`config.mk`:
```
export PLATFORM = sky130hd
export DESIGN_NAME = gpc_pin_ctrl
export DESIGN_NICKNAME = d
export VERILOG_FILES = /design/src/hw/gpc_pkg.sv /design/src/hw/gpc_edge_detect.sv /design/src/hw/gpc_debounce.sv /design/src/hw/gpc_pin_ctrl.sv
export SDC_FILE = /design/constraint.sdc
export NUM_CORES = 1
export LEC_CHECK = 0
export BUFFER_PORTS_ARGS = -buffer_cell sky130_fd_sc_hd__buf_2
export CAP_MARGIN = 20
export CORE_AREA = 2 2 86 88
export CTS_CLUSTER_DIAMETER = 30
export DETAILED_ROUTE_END_ITERATION = 7
export DIE_AREA = 0 0 88 90
export GPL_TIMING_DRIVEN = 0
export PLACE_DENSITY = 0.54
export RECOVER_POWER = 100
export SLEW_MARGIN = 10
export SYNTH_ARGS = -nofsm -noshare
export SYNTH_HDL_FRONTEND = slang
export SYNTH_SLANG_ARGS = --single-unit
```
`constraint.sdc`:
```
create_clock -name clk -period 2 [get_ports clk]
set_clock_uncertainty 0.1 [all_clocks]
set_input_delay 0.1 -clock clk [delete_from_list [all_inputs] [get_ports clk]]
set_output_delay 0.1 -clock clk [all_outputs]
set_load 0.01 [all_outputs]
```
`src/hw/gpc_pkg.sv`:
```
// Shared constants and types for the GPIO pin configuration block
package gpc_pkg;

  // ==========================================================
  // Register map (byte addresses on the APB bus)
  localparam logic [15:0] GPC_ADDR_OUT_CFG = 16'ha100;
  localparam logic [15:0] GPC_ADDR_IN_CFG = 16'ha110;

  // ==========================================================
  // Reset values
  localparam logic [7:0] GPC_OUT_CFG_RST = 8'h00;
  localparam logic [7:0] GPC_IN_CFG_RST = 8'h00;

  // ==========================================================
  // Input configuration field positions
  localparam int GPC_IN_RISE_POS = 5;
  localparam int GPC_IN_FALL_POS = 4;
  localparam int GPC_IN_FILT_POS = 1;
  localparam int GPC_IN_RAW_POS = 0;

  // ==========================================================
  // De-bounce stability times, in slow oscillator periods
  localparam logic [1:0] GPC_DBN_OFF = 2'h0;
  localparam logic [1:0] GPC_DBN_4 = 2'h1;
  localparam logic [1:0] GPC_DBN_16 = 2'h2;
  localparam logic [6:0] GPC_DBN_CNT_4 = 7'h04;
  localparam logic [6:0] GPC_DBN_CNT_16 = 7'h10;
  localparam logic [6:0] GPC_DBN_CNT_64 = 7'h40;

  // ==========================================================
  // Types
  typedef struct packed {
    logic fast_edge_drive;
    logic high_side_driver_en;
    logic low_side_driver_en;
    logic out_invert;
    logic analog_path_b_en;
    logic analog_path_a_en;
    logic pull_high_en;
    logic pull_low_en;
  } gpc_out_cfg_t;

  typedef struct packed {
    logic irq_line_b_en;
    logic irq_line_a_en;
    logic rise_irq_en;
    logic fall_irq_en;
    logic input_buffer_en;
    logic in_invert;
    logic [1:0] filter_time_sel;
  } gpc_in_cfg_t;

  typedef struct packed {
    logic irq_line_b;
    logic irq_line_a;
    logic wake_req;
  } gpc_irq_t;

  typedef enum logic [1:0] {GPC_REG_NONE, GPC_REG_OUT, GPC_REG_IN} gpc_reg_t;

endpackage : gpc_pkg

```
`src/hw/gpc_edge_detect.sv`:
```
// Rising and falling edge detector for the filtered pin level
`timescale 1ns/1ps
module gpc_edge_detect
(
  // Clock and reset
  input wire logic clk,
  input wire logic reset_n,
  // Level in, edge pulses out
  input wire logic level,
  output logic rise,
  output logic fall
);
  import gpc_pkg::*;

  logic prev;
  logic next_prev;

  // ==========================================================
  // Previous level
  always_comb
  begin
    next_prev = level;
  end

  always_ff @(posedge clk)
  begin
    if (!reset_n)
      prev <= 1'b0;
    else
      prev <= next_prev;
  end

  // One registered previous level, compared combinationally with level, feeds both the rise and fall pulses
  assign rise = level && !prev;
  assign fall = !level && prev;

endmodule : gpc_edge_detect

```
`src/hw/gpc_debounce.sv`:
```
// De-bounce filter counted in slow oscillator periods
`timescale 1ns/1ps
module gpc_debounce
(
  // Clock and reset
  input wire logic clk,
  input wire logic reset_n,
  // Timing
  input wire logic tick,
  input wire logic [1:0] sel,
  // Levels
  input wire logic din,
  output logic dout
);
  import gpc_pkg::*;

  logic [6:0] cnt;
  logic [6:0] next_cnt;
  logic next_dout;
  logic [6:0] lim;

  // ==========================================================
  // Stability time for a selection code
  function automatic logic [6:0] dbn_limit(input logic [1:0] code);
    unique case (code)
      GPC_DBN_OFF: dbn_limit = 7'h00;
      GPC_DBN_4: dbn_limit = GPC_DBN_CNT_4;
      GPC_DBN_16: dbn_limit = GPC_DBN_CNT_16;
      default: dbn_limit = GPC_DBN_CNT_64;
    endcase
  endfunction : dbn_limit

  assign lim = dbn_limit(sel);

  // ==========================================================
  // Count slow periods while the input differs from the output
  always_comb
  begin
    next_cnt = cnt;
    next_dout = dout;
    if (sel == GPC_DBN_OFF)
    begin
      next_dout = din;
      next_cnt = 7'h00;
    end
    else if (din == dout)
      next_cnt = 7'h00; // Bounce back restarts
    else if (tick)
    begin
      if (cnt == lim - 7'h01)
      begin
        next_dout = din;
        next_cnt = 7'h00;
      end
      else
        next_cnt = cnt + 7'h01;
    end
  end

  always_ff @(posedge clk)
  begin
    if (!reset_n)
    begin
      cnt <= 7'h00;
      dout <= 1'b0;
    end
    else
    begin
      cnt <= next_cnt;
      dout <= next_dout;
    end
  end
endmodule : gpc_debounce

```
`src/hw/gpc_pin_ctrl.sv`:
```
// GPIO pin configuration with edge flags, de-bounce and an APB slave
//
// Chosen here: register access over APB.
`timescale 1ns/1ps
module gpc_pin_ctrl
(
  // Clock and reset
  input wire logic clk,
  input wire logic reset_n,
  // APB slave
  input wire logic psel,
  input wire logic penable,
  input wire logic pwrite,
  input wire logic [15:0] paddr,
  input wire logic [31:0] pwdata,
  input wire logic [3:0] pstrb,
  output logic [31:0] prdata,
  output logic pready,
  output logic pslverr,
  // Pad
  input wire logic pad_in,
  output logic pad_out,
  output logic pad_oe_n,
  output gpc_pkg::gpc_out_cfg_t pin_output_config,
  // Core side
  input wire logic out_data,
  input wire logic slow_osc,
  output logic filtered_level,
  output gpc_pkg::gpc_irq_t irq
);
  import gpc_pkg::*;

  // ==========================================================
  // Declarations
  gpc_in_cfg_t pin_input_config;
  gpc_in_cfg_t next_in_cfg;
  gpc_out_cfg_t next_out_cfg;
  logic [31:0] next_prdata;
  logic next_pready;
  logic next_pslverr;
  logic rise_flag;
  logic fall_flag;
  logic next_rise_flag;
  logic next_fall_flag;
  logic next_pad_out;
  logic next_pad_oe_n;
  gpc_irq_t next_irq;
  logic raw_level;
  logic next_raw_level;
  logic slow_prev;
  logic next_slow_prev;
  logic slow_tick;
  logic pol_level;
  logic rise_evt;
  logic fall_evt;
  logic any_line_en;
  logic setup_phase;
  logic access_done;
  logic wr_out;
  logic wr_in;

  // ==========================================================
  // Address decode, shared by read and write paths
  function automatic gpc_reg_t reg_decode(input logic [15:0] addr);
    if (addr == GPC_ADDR_OUT_CFG)
      reg_decode = GPC_REG_OUT;
    else if (addr == GPC_ADDR_IN_CFG)
      reg_decode = GPC_REG_IN;
    else
      reg_decode = GPC_REG_NONE;
  endfunction : reg_decode

  assign setup_phase = psel && !penable;
  assign access_done = psel && penable && pready;
  // Only the low byte lane holds register bits
  assign wr_out = access_done && pwrite && pstrb[0] && (reg_decode(paddr) == GPC_REG_OUT);
  assign wr_in = access_done && pwrite && pstrb[0] && (reg_decode(paddr) == GPC_REG_IN);

  // ==========================================================
  // APB answer: ready one cycle after setup, read data caught at setup
  always_comb
  begin
    next_pready = setup_phase;
    next_prdata = 32'h0000_0000;
    next_pslverr = 1'b0;
    if (setup_phase)
    begin
      unique case (reg_decode(paddr))
        GPC_REG_OUT: next_prdata[7:0] = pin_output_config;
        GPC_REG_IN:
        begin
          next_prdata[7:0] = pin_input_config; // Enables and polarity bits
          next_prdata[GPC_IN_RISE_POS] = rise_flag;
          next_prdata[GPC_IN_FALL_POS] = fall_flag;
          next_prdata[GPC_IN_FILT_POS] = filtered_level;
          next_prdata[GPC_IN_RAW_POS] = raw_level;
        end
        GPC_REG_NONE: next_pslverr = 1'b1; // Unmapped address
      endcase
    end
  end

  always_ff @(posedge clk)
  begin
    if (!reset_n)
    begin
      pready <= 1'b0;
      prdata <= 32'h0000_0000;
      pslverr <= 1'b0;
    end
    else
    begin
      pready <= next_pready;
      prdata <= next_prdata;
      pslverr <= next_pslverr;
    end
  end

  // ==========================================================
  // Configuration registers
  always_comb
  begin
    next_out_cfg = pin_output_config;
    next_in_cfg = pin_input_config;
    if (wr_out)
      next_out_cfg = gpc_out_cfg_t'(pwdata[7:0]);
    if (wr_in)
      next_in_cfg = gpc_in_cfg_t'(pwdata[7:0]);
  end

  // Drivers stay off from reset until software sets them
  always_ff @(posedge clk)
  begin
    if (!reset_n)
    begin
      pin_output_config <= gpc_out_cfg_t'(GPC_OUT_CFG_RST);
      pin_input_config <= gpc_in_cfg_t'(GPC_IN_CFG_RST);
    end
    else
    begin
      pin_output_config <= next_out_cfg;
      pin_input_config <= next_in_cfg;
    end
  end

  // ==========================================================
  // Pad output path; data and enable registered so they switch together
  always_comb
  begin
    next_pad_out = out_data ^ pin_output_config.out_invert;
    next_pad_oe_n = !(pin_output_config.high_side_driver_en
                      || pin_output_config.low_side_driver_en);
  end

  always_ff @(posedge clk)
  begin
    if (!reset_n)
    begin
      pad_out <= 1'b0;
      pad_oe_n <= 1'b1;
    end
    else
    begin
      pad_out <= next_pad_out;
      pad_oe_n <= next_pad_oe_n;
    end
  end

  // ==========================================================
  // Input buffer and slow oscillator edge
  always_comb
  begin
    next_raw_level = pad_in && pin_input_config.input_buffer_en;
    next_slow_prev = slow_osc;
  end

  always_ff @(posedge clk)
  begin
    if (!reset_n)
    begin
      raw_level <= 1'b0;
      slow_prev <= 1'b0;
    end
    else
    begin
      raw_level <= next_raw_level;
      slow_prev <= next_slow_prev;
    end
  end

  // One tick per slow oscillator period paces the filter
  assign slow_tick = slow_osc && !slow_prev;
  assign pol_level = raw_level ^ pin_input_config.in_invert;

  gpc_debounce u_debounce (
    .clk(clk),
    .reset_n(reset_n),
    .tick(slow_tick),
    .sel(pin_input_config.filter_time_sel),
    .din(pol_level),
    .dout(filtered_level)
  );

  // Edges come from the filtered level only, never the raw one
  gpc_edge_detect u_edge (
    .clk(clk),
    .reset_n(reset_n),
    .level(filtered_level),
    .rise(rise_evt),
    .fall(fall_evt)
  );

  // ==========================================================
  // Edge flags; an edge in the clearing cycle wins over the clear
  assign any_line_en = pin_input_config.irq_line_a_en || pin_input_config.irq_line_b_en;

  always_comb
  begin
    next_rise_flag = rise_flag;
    next_fall_flag = fall_flag;
    if (wr_in && !pwdata[GPC_IN_RISE_POS])
      next_rise_flag = 1'b0;
    if (wr_in && !pwdata[GPC_IN_FALL_POS])
      next_fall_flag = 1'b0;
    if (rise_evt && pin_input_config.rise_irq_en && any_line_en)
      next_rise_flag = 1'b1;
    if (fall_evt && pin_input_config.fall_irq_en && any_line_en)
      next_fall_flag = 1'b1;
  end

  always_ff @(posedge clk)
  begin
    if (!reset_n)
    begin
      rise_flag <= 1'b0;
      fall_flag <= 1'b0;
    end
    else
    begin
      rise_flag <= next_rise_flag;
      fall_flag <= next_fall_flag;
    end
  end

  // ==========================================================
  // Interrupt lines and wake-up request, levels held while a flag stands
  always_comb
  begin
    next_irq.irq_line_a = pin_input_config.irq_line_a_en && (rise_flag || fall_flag);
    next_irq.irq_line_b = pin_input_config.irq_line_b_en && (rise_flag || fall_flag);
    next_irq.wake_req = any_line_en && (rise_flag || fall_flag);
  end

  always_ff @(posedge clk)
  begin
    if (!reset_n)
      irq <= '0;
    else
      irq <= next_irq;
  end
endmodule : gpc_pin_ctrl

```
# == Word-level counts from Yosys, hierarchy flattened ==
# Cells that the tools add are included.
# totals
regBits,68
romBits,0
ram_bits,0
latchBits,0
output_inout_bits,48
n_memories,0
# classes
eq_ne,11
n_bitwise,3
n_mul,0
div_mod_pow,0
shift,0
mux,15
reduce_logical,39
add_sub_neg,2
magnitude_cmp,0
# op_table
operator,count
== test 16 bit (second input constant),2
one-hot mux 7 bit (3 select lines),1
logical AND 1 bit,20
one-hot mux 8 bit (2 select lines),1
2-to-1 mux 1 bit,9
nonzero test 2 bit,4
adder 7 x 1 -> 7 bit (second input constant),1
== test 7 bit,1
logical NOT 1 bit,7
2-to-1 mux 7 bit,1
subtractor 7 x 1 -> 7 bit (second input constant),1
== test 2 x 1 -> 1 bit (second input constant),3
== test 2 bit (second input constant),3
2-to-1 mux 2 bit,3
logical NOT 2 bit,2
logical OR 1 bit,3
AND reduction 3 bit,1
OR reduction 3 bit,1
!= test 2 x 1 -> 1 bit (second input constant),1
AND reduction 2 bit,1
bitwise XOR 1 bit,2
== test 1 bit,1
NOT 1 bit,1

# == Logic depth before layout (Yosys ltp) ==
# Gate-level depths: netlist (run 1).
# logic_depth
depth_word,8
mapped_depth,6
mapped_depth_nobuf,6

# == Hierarchy ==
# A second synthesis (run 1) with hierarchy kept.
# unflattened
cells_unflattened,222
area_unflattened_um2,2095.8
# by_module_without_submodules
mod,area_each_um2,cells_each,instances,seq_area_each_um2
gpc_pin_ctrl,1600.3,166,1,700.7
gpc_debounce,456.7,52,1,160.2
gpc_edge_detect,38.8,4,1,20.0

# == Least setup slack after synthesis (run 1) ==
# Ideal clock, no wire load.
# synth_path
path_type,reg2reg
startpoint,register pin_input_config[0] in the netlist's numbering
endpoint,register u_debounce.cnt[0]
arrival_ns,1.304
setup_ns,0.065
path_slack_ns,0.531
required_ns,1.835
synth_period_minus_slack_ns,1.469
stages_incl_launch_ff,7
path_cell_list,dfxtp_1 > inv_1 > ha_1 > nand2b_1 > o22ai_1 > a311o_1 > nor2_1
# synth_via
elab_chain_cells,5
word_cells_on_any_way,8
cone_classes,1 x add/sub; 3 x eq/ne; 2 x mux; 2 x reduce/logical
# synth_lines
item,line_no,text
"start, declared",gpc_pin_ctrl.sv:35,gpc_in_cfg_t pin_input_config;
"start signal, assigned",gpc_pin_ctrl.sv:137,pin_input_config <= gpc_in_cfg_t'(GPC_IN_CFG_RST);
"start signal, assigned",gpc_pin_ctrl.sv:142,pin_input_config <= next_in_cfg;
"== test 2 bit, or another cell as far along",gpc_debounce.sv:25,unique case (code)
one-hot mux 7 bit (3 select lines),gpc_debounce.sv:25,
subtractor 7 x 1 -> 7 bit,gpc_debounce.sv:50,if (cnt == lim - 7'h01)
== test 7 bit,gpc_debounce.sv:50,
2-to-1 mux 7 bit,gpc_debounce.sv:50,
"end signal, assigned",gpc_debounce.sv:69,cnt <= next_cnt;
"end, declared",gpc_debounce.sv:17,logic [6:0] cnt;
# Several ways; a longest one is shown, not always the timed one.
# A chain may end at the register's enable or synchronous reset.

# == Final worst setup path (run 1) ==
# layout_path
startpoint,register pready
endpoint,register rise_flag
# layout_via
elab_chain_cells,6
# layout_lines
item,line_no,text
"start, declared",gpc_pin_ctrl.sv:18,"output logic pready,"
"start signal, assigned",gpc_pin_ctrl.sv:113,pready <= next_pready;
logical AND 1 bit,gpc_pin_ctrl.sv:74,assign access_done = psel && penable && pready;
logical AND 1 bit (3 in series),gpc_pin_ctrl.sv:77,assign wr_in = access_done && pwrite && pstrb[0] && (reg_decode(paddr) == GPC_REG_IN);
logical AND 1 bit,gpc_pin_ctrl.sv:221,if (wr_in && !pwdata[GPC_IN_RISE_POS])
nonzero test 2 bit (no line),n/a,
"end signal, assigned",gpc_pin_ctrl.sv:240,rise_flag <= next_rise_flag;
"end, declared",gpc_pin_ctrl.sv:41,logic rise_flag;
# Every way passes these cells.

==> qor.txt, run 1 <==
Diodes inserted: 0
Synth cell types: 43
Mapped Area: 0.00206 mm2
CTS tree: yes
Main synth FF type: dfxtp_1
drt initial violations: 28
Area Growth Syn to Fin: 31.5%
Worst EP required: 2.08 ns
minimum clock period: 1.65 ns
first-pass GRT wire length: 7760 um
Post-synth EDFFs: 0
Async S/R FF share, synth: 0%
Final Util: 38.6%
combinational power share: 8.5%
Pins Over Slew Limit: 0
number of remaining DRC errors: 0
Worst Setup Start Kind: flip-flop
routed wire length: 4800 um
synth top area cells: dfxtp_1 43%, buf_4 8.7%, a21boi_1 5.8%
number of synthesized register bits: 44
First-pass DRT Iterations: 4
Worst-Skew Late Latency: 0.29 ns
CTS Hold Buffers Added: 10
crit path kind: reg -> reg
Vias: 1750
Placed Cells: 388
CP top delay family: simple AND/OR/NAND/NOR gates
Worst-path clk slew: 0.09 ns
Critical Path AT: 1.72 ns
GPL Wtd Cong: 0.736
max-cap violations: 0
vias in the first global route: 1592
layout cells sized above 1: 23.8%
Avg Cell Area, Syn: 9.77 um2
CTS Sinks: 44
fin nets: 370
row count: 31
vias per cell: 4.31
largest net degree at the start of global routing: 16
status: finished, final reports clean
Internal Power: 0.00134 W
DP Wirelength: 3510 um
Worst Hold Class: in -> reg
Final Hold Fails: 0
GRT overflow: 0
Die Area: 0.00792 mm2
Seq/Total Area, Yosys: 42.7%
final hold slack: 0.0144 ns
CP Depth: 4
Cells after Synth: 211
Crit Path Max Fanout: 10
worst vdd ir: 303 uV
Die Wd: 88 um
Leak: 1.09 nW
die height: 90 um
per-cell routed wire length: 11.8 um
CP cell instances: and4_1, nand3_1, o311ai_0, o21ai_0
number of CTS-inserted buffers: 5
Initial Util: 29.4%
# port buffers: 55
setup repair after global routing missed its margin: false
Net Sw Frac: 22.4%
CTS Root Cell: clkbuf_8
setup bufs post-CTS: 0
# fillers: 745
antenna-violating nets left: 0
top-area cell type share of the netlist area: 42.7%
relative slew slack: 57.3%
fin crit share: 82.3%
CP bufs+invs: 0
PostCTS Resize Cnt: 0
CORE AREA: 0.00702 mm2
Synth area leader: dfxtp_1
final setup TNS: 0 ns
final setup vio count: 0
Total GRT Usage: 12.6%
initial antenna violation count: 0
IO Pins: 108
total number of H-tree levels: 2
sequential cell fraction of total power: 51.2%
Crit. End Element: flip-flop
power share of the clock group: 40.3%
Synth Warn #: 0
Final Non-Filler Cells: 406
Cells on Worst Hold Path: 2
Max Freq: 608 MHz
Crit-path slowest cell: o311ai_0
R2R depth: 4
CP peak stage delay: 0.40 ns
Worst Tran Pin Value: 0.638 ns
power per cell area: 634 mW/mm2
Psw: 0.000385 W
Clock Tree Buf Depth: 2
-- flip-flops by register name, indices dropped and copies added, names as in the netlist, 3 cells and up --
signal / cells
pin_output_config: 8
u_debounce.cnt: 7
pin_input_config: 8
prdata: 8
irq: 3
-- worst paths after layout --
path / start / to / slack [ns]
setup / recovery: pready$_SDFF_PN0_ / rise_flag$_SDFFE_PN0P_ / 0.35
setup reg to reg: pready$_SDFF_PN0_ / rise_flag$_SDFFE_PN0P_ / 0.35
hold / removal: psel / pready$_SDFF_PN0_ / 0.01
hold reg to reg: pin_input_config[1]$_SDFFE_PN0P_ / pin_input_config[1]$_SDFFE_PN0P_ / 0.39
-- final cells by class --
class / count / area (um2) / area share, %
clock buffer: 5 / 68.8 / 2.54
timing repair buffer: 65 / 345 / 12.7
inverter: 4 / 15.0 / 0.554
tap: 99 / 124 / 4.57
multi-input combinational: 154 / 992 / 36.6
buffer: 32 / 239 / 8.81
sequential: 44 / 881 / 32.5
clock inverter: 3 / 46.3 / 1.71
-- layer usage --
layer,track usage (%),part of all wire [%],up-vias
met1,16.4,46,786
met4,4.10,1.0,0
met2,20.1,46,66
li1,-,-,894
met3,3.12,7.0,4
met5,0,0,-
-- synth_stat cells, types with 2 or more instances --
cell type / count
buf_2: 2
nor2b_1: 2
xnor2_1: 4
o21ai_0: 15
xor2_1: 6
mux2i_1: 2
and3_1: 4
and4_1: 2
nand2_1: 5
clkbuf_1: 2
o21ai_1: 4
nor2_1: 10
inv_1: 4
and2_1: 5
nor3_4: 2
nand2b_1: 3
ha_1: 4
a22o_1: 8
nand3b_1: 2
o22ai_1: 2
nor4_4: 2
dfxtp_1: 44
nand3_1: 18
nand4_2: 2
buf_4: 24
a21boi_1: 16
-- metrics by stage --
step,setup slack (ns),total power [W],cell area (um2)
after floorplan,0.531,0.000984,2150
after global placement,0.335,0.00103,2550
after detailed placement,0.312,0.00103,2550
after CTS,0.304,0.00174,2760
after global routing,0.179,0.00180,2710
final,0.354,0.00172,2710
-- power groups by stage --
stage | clock (W) | combinational, W | sequential [W]
floorplan | 0 | 0.0000819 | 0.000902
detailed placement | 0 | 0.000134 | 0.000901
global placement | 0 | 0.000133 | 0.000901
global route | 0.000759 | 0.000159 | 0.000881
finish | 0.000693 | 0.000147 | 0.000880
CTS | 0.000714 | 0.000149 | 0.000880
-- cells in the final DEF (no fill, tap or decap), types with 3 or more instances in the layout --
cell type,n
ha_1,4
and3_1,4
a21boi_0,12
buf_4,24
nand2_1,5
xnor2_1,4
dlygate4sd3_1,10
a22o_1,8
clkbuf_8,5
nand3_1,18
o21ai_0,17
inv_1,4
dfxtp_1,44
clkbuf_1,28
nand4_1,3
xor2_1,6
nand2b_1,3
conb_1,24
buf_2,32
and2_1,3
nor2_1,10
a21boi_1,4
-- logic make-up (layout without fill, tap and decap cells) --
kind of cell	count (synthesis)	count (layout)	synth area share [%]
flip-flops	44	44	42.7
other	1	24	0.182
multiplexers	2	2	0.971
buffers and inverters	36	109	12.4
XOR/XNOR	10	10	4.25
AND/OR/NAND/NOR	64	64	20.6
AO/OA/AOI/OAI	50	50	16.4
adder cells (fa/ha/maj)	4	4	2.43
No activity file was read; power rests on OpenSTA's default activity.
==> inputs of run 2 (changes only) <==
--- a/config.mk
+++ b/config.mk
@@ -5,12 +5,13 @@
 export SDC_FILE = /design/constraint.sdc
 export NUM_CORES = 1
 export LEC_CHECK = 0
+export ABC_AREA = 1
 export BUFFER_PORTS_ARGS = -buffer_cell sky130_fd_sc_hd__buf_2
 export CAP_MARGIN = 20
-export CORE_AREA = 2 2 86 88
+export CORE_AREA = 2 2 88 90
 export CTS_CLUSTER_DIAMETER = 30
 export DETAILED_ROUTE_END_ITERATION = 7
-export DIE_AREA = 0 0 88 90
+export DIE_AREA = 0 0 90 92
 export GPL_TIMING_DRIVEN = 0
 export PLACE_DENSITY = 0.54
 export RECOVER_POWER = 100
==> constraint.sdc (replaced) <==
create_clock -name clk -period 1.6 [get_ports clk]
set_clock_uncertainty 0.1 [all_clocks]
set_input_delay 0.08 -clock clk [delete_from_list [all_inputs] [get_ports clk]]
set_output_delay 0.08 -clock clk [all_outputs]
set_load 0.01 [all_outputs]
==> qor.txt, run 2 <==
synth top area cells: dfxtp_1 41%, nand4_1 10%, buf_4 8.7%
flip-flop and latch area: 882 um2
crit path kind: in -> reg
final setup vio count: 0
Cells after Synth: 271
Seq/Total Area, Yosys: 40.7%
Clock Tree Buf Depth: 2
R2R setup slack: 0.13 ns
# port buffers: 55
Placed Area: 0.00265 mm2
Vias: 2021
antenna-violating nets left: 0
Final Non-Filler Cells: 475
Mapped Area: 0.00216 mm2
number of synthesized register bits: 44
status: finished, final reports clean
Diodes inserted: 0
worst slack at placement: -0.00778 ns
max-cap violations: 0
Post-synth EDFFs: 0
setup repair after global routing missed its margin: false
CTS Root Cell: clkbuf_8
top-area cell type share of the netlist area: 40.7%
routed wire length: 5140 um
per-cell routed wire length: 10.8 um
most frequent cells in the layout: 44 x nand2_1, 43 x dfxtp_1, 36 x nand4_1, 33 x buf_2, 28 x nor2_1
Cells on Worst Hold Path: 5
reg2reg start: pin_input_config[1]$_SDFFE_PN0P_
DP Wirelength: 4120 um
layout cells sized above 1: 22.3%
fin crit share: 93.4%
Async S/R FF share, synth: 0%
Max Freq: 669 MHz
CTS tree: yes
Main synth FF type: dfxtp_1
Synth area leader: dfxtp_1
R2R depth: 7
FF-to-FF End: u_debounce.cnt[0]$_SDFFE_PP0P_
Synth Warn #: 0
Worst-path clk slew: 0.09 ns
Worst Setup Start Kind: input port
Critical Path AT: 1.59 ns
fin worst setup slack: 0.106 ns
number of remaining DRC errors: 0
Die Area: 0.00828 mm2
first-pass GRT wire length: 8470 um
Largest regs: pin_input_config: 8 flops, pin_output_config: 8 flops, prdata: 8 flops
row count: 32
Crit Path Max Fanout: 10
Layout Cell Area excl Fill: 0.00289 mm2
Placed Cells: 451
Tot Pwr: 0.00215 W
CORE AREA: 0.00745 mm2
Pins Over Slew Limit: 0
# fillers: 811
number of CTS-inserted buffers: 5
Leak: 1.22 nW
minimum clock period: 1.49 ns
fin nets: 436
vias per cell: 4.25
CTS Sinks: 44
Total GRT Usage: 12.6%
power per cell area: 742 mW/mm2
IO Pins: 108
GRT overflow: 0
multi-input logic area: 0.00105 mm2
worst vdd ir: 489 uV
Worst Hold Class: in -> reg
commonest non-fill, non-tap cell in the layout: nand2_1
Initial Util: 29.0%
Area Growth Syn to Fin: 33.7%
drt initial violations: 144
Hold Crit Start: psel
Die Wd: 90 um
Avg Cell Area, Syn: 7.98 um2
initial antenna violation count: 0
First-pass DRT Iterations: 4
Worst-Skew Late Latency: 0.29 ns
GPL Wtd Cong: 0.798
Worst EP required: 1.69 ns
worst hold endpoint: prdata[3]$_SDFF_PN0_
total number of H-tree levels: 2
Final Hold Fails: 0
top cells by instance count after synthesis: 44 x dfxtp_1, 44 x nand2_1, 36 x nand4_1, 28 x nor2_1
largest net degree at the start of global routing: 15
Crit. End Element: flip-flop
die height: 92 um
Synth cell types: 27
final hold slack: 0.147 ns
vias in the first global route: 1846
[run 2: cell types whose count changed after synthesis, sizes merged, moves of 3 or more]
cell / previous run / this run
a21oi: 0 / 25
a21boi: 16 / 0
nand2: 5 / 45
nand4: 3 / 38
clkbuf: 4 / 1
a22o: 8 / 0
and3: 4 / 0
nand3: 18 / 10
nand2b: 3 / 0
and2: 5 / 0
o21ai: 19 / 4
inv: 4 / 22
nor2: 10 / 32
[run 2: report_power, final]
group          switching [W]  leakage [nW]  internal [W]
combinational       0.000107         0.808      0.000105
sequential        0.00000148         0.356       0.00110
clock               0.000373        0.0541      0.000462
total               0.000481          1.22       0.00167
[run 2: logic make-up (layout without fill, tap and decap cells)]
kind of cell / count (synthesis) / count (layout) / synth area share, %
fa+ha+maj: 4 / 4 / 2.31
flops: 44 / 44 / 40.7
xor+xnor: 9 / 9 / 3.65
buf+inv: 55 / 134 / 14.7
compound gates: 30 / 30 / 7.06
simple gates: 128 / 128 / 31.4
other cells: 1 / 24 / 0.173
[run 2: worst max path at each step]
| stage | startpoint | to | slack [ns] | cells after the start |
|---|---|---|---|---|
| 2_1_floorplan | pin_input_config[0]$_SDFFE_PN0P_ | u_debounce.cnt[0]$_SDFFE_PP0P_ | 0.21 | 6 |
| 3_3_place_gp | pin_input_config[0]$_SDFFE_PN0P_ | u_debounce.cnt[6]$_SDFFE_PP0P_ | -0.003 | 7 |
| 3_5_place_dp | pin_input_config[0]$_SDFFE_PN0P_ | u_debounce.cnt[5]$_SDFFE_PP0P_ | -0.008 | 7 |
| 4_1_cts | pin_input_config[0]$_SDFFE_PN0P_ | u_debounce.cnt[0]$_SDFFE_PP0P_ | 0.06 | 7 |
| 5_1_grt | pin_input_config[1]$_SDFFE_PN0P_ | u_debounce.cnt[2]$_SDFFE_PP0P_ | 0.003 | 7 |
| 6_report | reset_n | pready$_SDFF_PN0_ | 0.11 | 5 |
[run 2: through the flow]
stage	util (%)	TNS, ns
after global placement	35.6	-0.00266
final	38.8	0
after floorplan	-	0
after global routing	38.8	0
after detailed placement	35.6	-0.0154
after CTS	39.2	0
[run 2: cell type report]
type	count	share of cell area, %
Clock buffer	5	2.38
Multi-Input combinational cell	195	36.3
Sequential cell	44	30.5
Inverter	24	3.12
Buffer	31	7.88
Timing Repair Buffer	71	13.9
Tap cell	102	4.41
Clock inverter	3	1.47
[run 2: critical path, stage by stage]
cell and delay (ns):
dlygate4sd3_1 0.55, buf_4 0.18, inv_2 0.17, nor3_2 0.06
dlygate4sd3_1 0.54
[run 2: per-layer routing]
layer  vias up  share of wire, %  wire length [um]  track usage [%]
met5         -                 0                 0                0
met4         0              0.90                46             3.85
met3         4               5.7               295             3.12
met2        67                45              2330             20.4
met1       885                48              2470             16.6
li1       1065                 -                 -                -
[run 2: what timing repair did]
item / CTS / global route
hold endpoints to repair: 19 / 0
hold buffers: 15 / 0
buffers inserted: 1 / 0
setup endpoints to repair: 7 / 7
pin swaps: 1 / 0
gates cloned: 0 / 0
gates resized for setup: 0 / 2
==> inputs of run 3 (changes only) <==
--- a/config.mk
+++ b/config.mk
@@ -14,7 +14,7 @@
 export DIE_AREA = 0 0 90 92
 export GPL_TIMING_DRIVEN = 0
 export PLACE_DENSITY = 0.54
-export RECOVER_POWER = 100
+export RECOVER_POWER = 25
 export SLEW_MARGIN = 10
 export SYNTH_ARGS = -nofsm -noshare
 export SYNTH_HDL_FRONTEND = slang
==> qor.txt, run 3 (synthesized netlist as in run 2, its figures left out) <==
number of remaining DRC errors: 0
Final Hold Fails: 0
fin crit share: 93.1%
Crit Path Max Fanout: 10
Pins Over Slew Limit: 0
Worst-path clk slew: 0.09 ns
Leak: 1.27 nW
CTS Root Cell: clkbuf_8
crit path kind: in -> reg
CP cell instances: dlygate4sd3_1, buf_4, inv_2, nor3_2, dlygate4sd3_1
Area Growth Syn to Fin: 34.5%
Clock Tree Buf Depth: 2
total number of H-tree levels: 2
Crit. End Element: flip-flop
final hold slack: 0.142 ns
first-pass GRT wire length: 8470 um
IO Pins: 108
max-cap violations: 0
Crit-path slowest cell: dlygate4sd3_1
Critical Path AT: 1.58 ns
# port buffers: 55
Die Wd: 90 um
antenna-violating nets left: 0
commonest non-fill, non-tap cell in the layout: buf_2
GRT overflow: 0
die height: 92 um
Worst Setup Start Kind: input port
final setup vio count: 0
CP peak stage delay: 0.55 ns
initial antenna violation count: 0
layout cells sized above 1: 25.7%
CTS tree: yes
flip-flop and latch area: 882 um2
routed wire length: 5130 um
Max Freq: 671 MHz
multi-input logic area: 0.00105 mm2
DP Wirelength: 4120 um
Tot Pwr: 0.00215 W
Diodes inserted: 0
Die Area: 0.00828 mm2
CORE AREA: 0.00745 mm2
power per cell area: 739 mW/mm2
worst vdd ir: 489 uV
minimum clock period: 1.49 ns
First-pass DRT Iterations: 4
Worst EP required: 1.69 ns
drt initial violations: 155
vias per cell: 4.28
Initial Util: 29.0%
most frequent CP cell: dlygate4sd3_1
Total GRT Usage: 12.6%
number of CTS-inserted buffers: 5
setup repair after global routing missed its margin: false
GPL Wtd Cong: 0.798
Vias: 2035
# fillers: 805
largest net degree at the start of global routing: 15
most frequent cells in the layout: 46 x buf_2, 44 x nand2_1, 43 x dfxtp_1, 36 x nand4_1, 28 x nor2_1
Largest regs: pin_input_config: 8 flops, pin_output_config: 8 flops, prdata: 8 flops
Worst Hold Class: in -> reg
status: finished, final reports clean
vias in the first global route: 1846
CTS Sinks: 44
fin nets: 436
row count: 32
per-cell routed wire length: 10.8 um
Worst-Skew Late Latency: 0.30 ns
-- run 3: changes by cell type in the layout (fill, tap and decap cells not counted), sizes merged --
cell,before,now
buf,61,75
clkbuf,31,17
-- run 3: metal layers --
metal  wire (um)  track usage (%)  share of wire [%]  up-vias
met3         308             3.12                6.0        6
li1            -                -                  -     1068
met4          61             3.85                1.2        0
met2        2300             20.4                 45       74
met5           0                0                  0        -
met1        2470             16.6                 48      887
-- run 3: repair_timing --
action | CTS | global route
endpoints found under the hold margin | 19 | 0
pin swaps | 1 | 0
resized for setup | 0 | 2
setup buffers | 1 | 0
setup endpoints to repair | 7 | 7
hold buffers | 15 | 0
-- run 3: worst max-delay path, delay by kind of cell --
family                 cells  cell delay, ns
buffers and inverters      4            1.43
and+or+nand+nor            1            0.06
-- run 3: layout make-up --
class	instances	share of cell area, %
Timing Repair Buffer	71	14.4
Buffer	31	7.83
Clock buffer	5	2.37
Tap cell	102	4.39
Sequential cell	44	30.3
Inverter	24	3.10
Multi-Input combinational cell	195	36.1
Clock inverter	3	1.46
-- run 3: final timing paths --
path                                          from                              to  slack, ns  cells past startpoint
hold / removal                                psel            prdata[3]$_SDFF_PN0_       0.14                      5
setup / recovery                           reset_n               pready$_SDFF_PN0_       0.11                      5
setup reg to reg  pin_input_config[1]$_SDFFE_PN0P_  u_debounce.cnt[0]$_SDFFE_PP0P_       0.13                      7
hold reg to reg   pin_input_config[5]$_SDFFE_PN0P_          rise_flag$_SDFFE_PN0P_       0.37                      2
-- run 3: where the power goes --
group	internal (W)	switching (W)
Clock	0.000462	0.000373
Sequential	0.00110	0.00000141
Combinational	0.000106	0.000107
-- run 3: metrics by stage --
step           util [%]  std cells  setup slack [ns]  TNS [ns]  instance area (um2)
2_1_floorplan         -        294             0.213         0                 2250
3_3_place_gp       35.6        451          -0.00266  -0.00266                 2650
3_5_place_dp       35.6        451          -0.00778   -0.0154                 2650
4_1_cts            39.2        475            0.0568         0                 2920
5_1_grt            39.0        475           0.00321         0                 2910
6_report           39.0        475             0.110         0                 2910
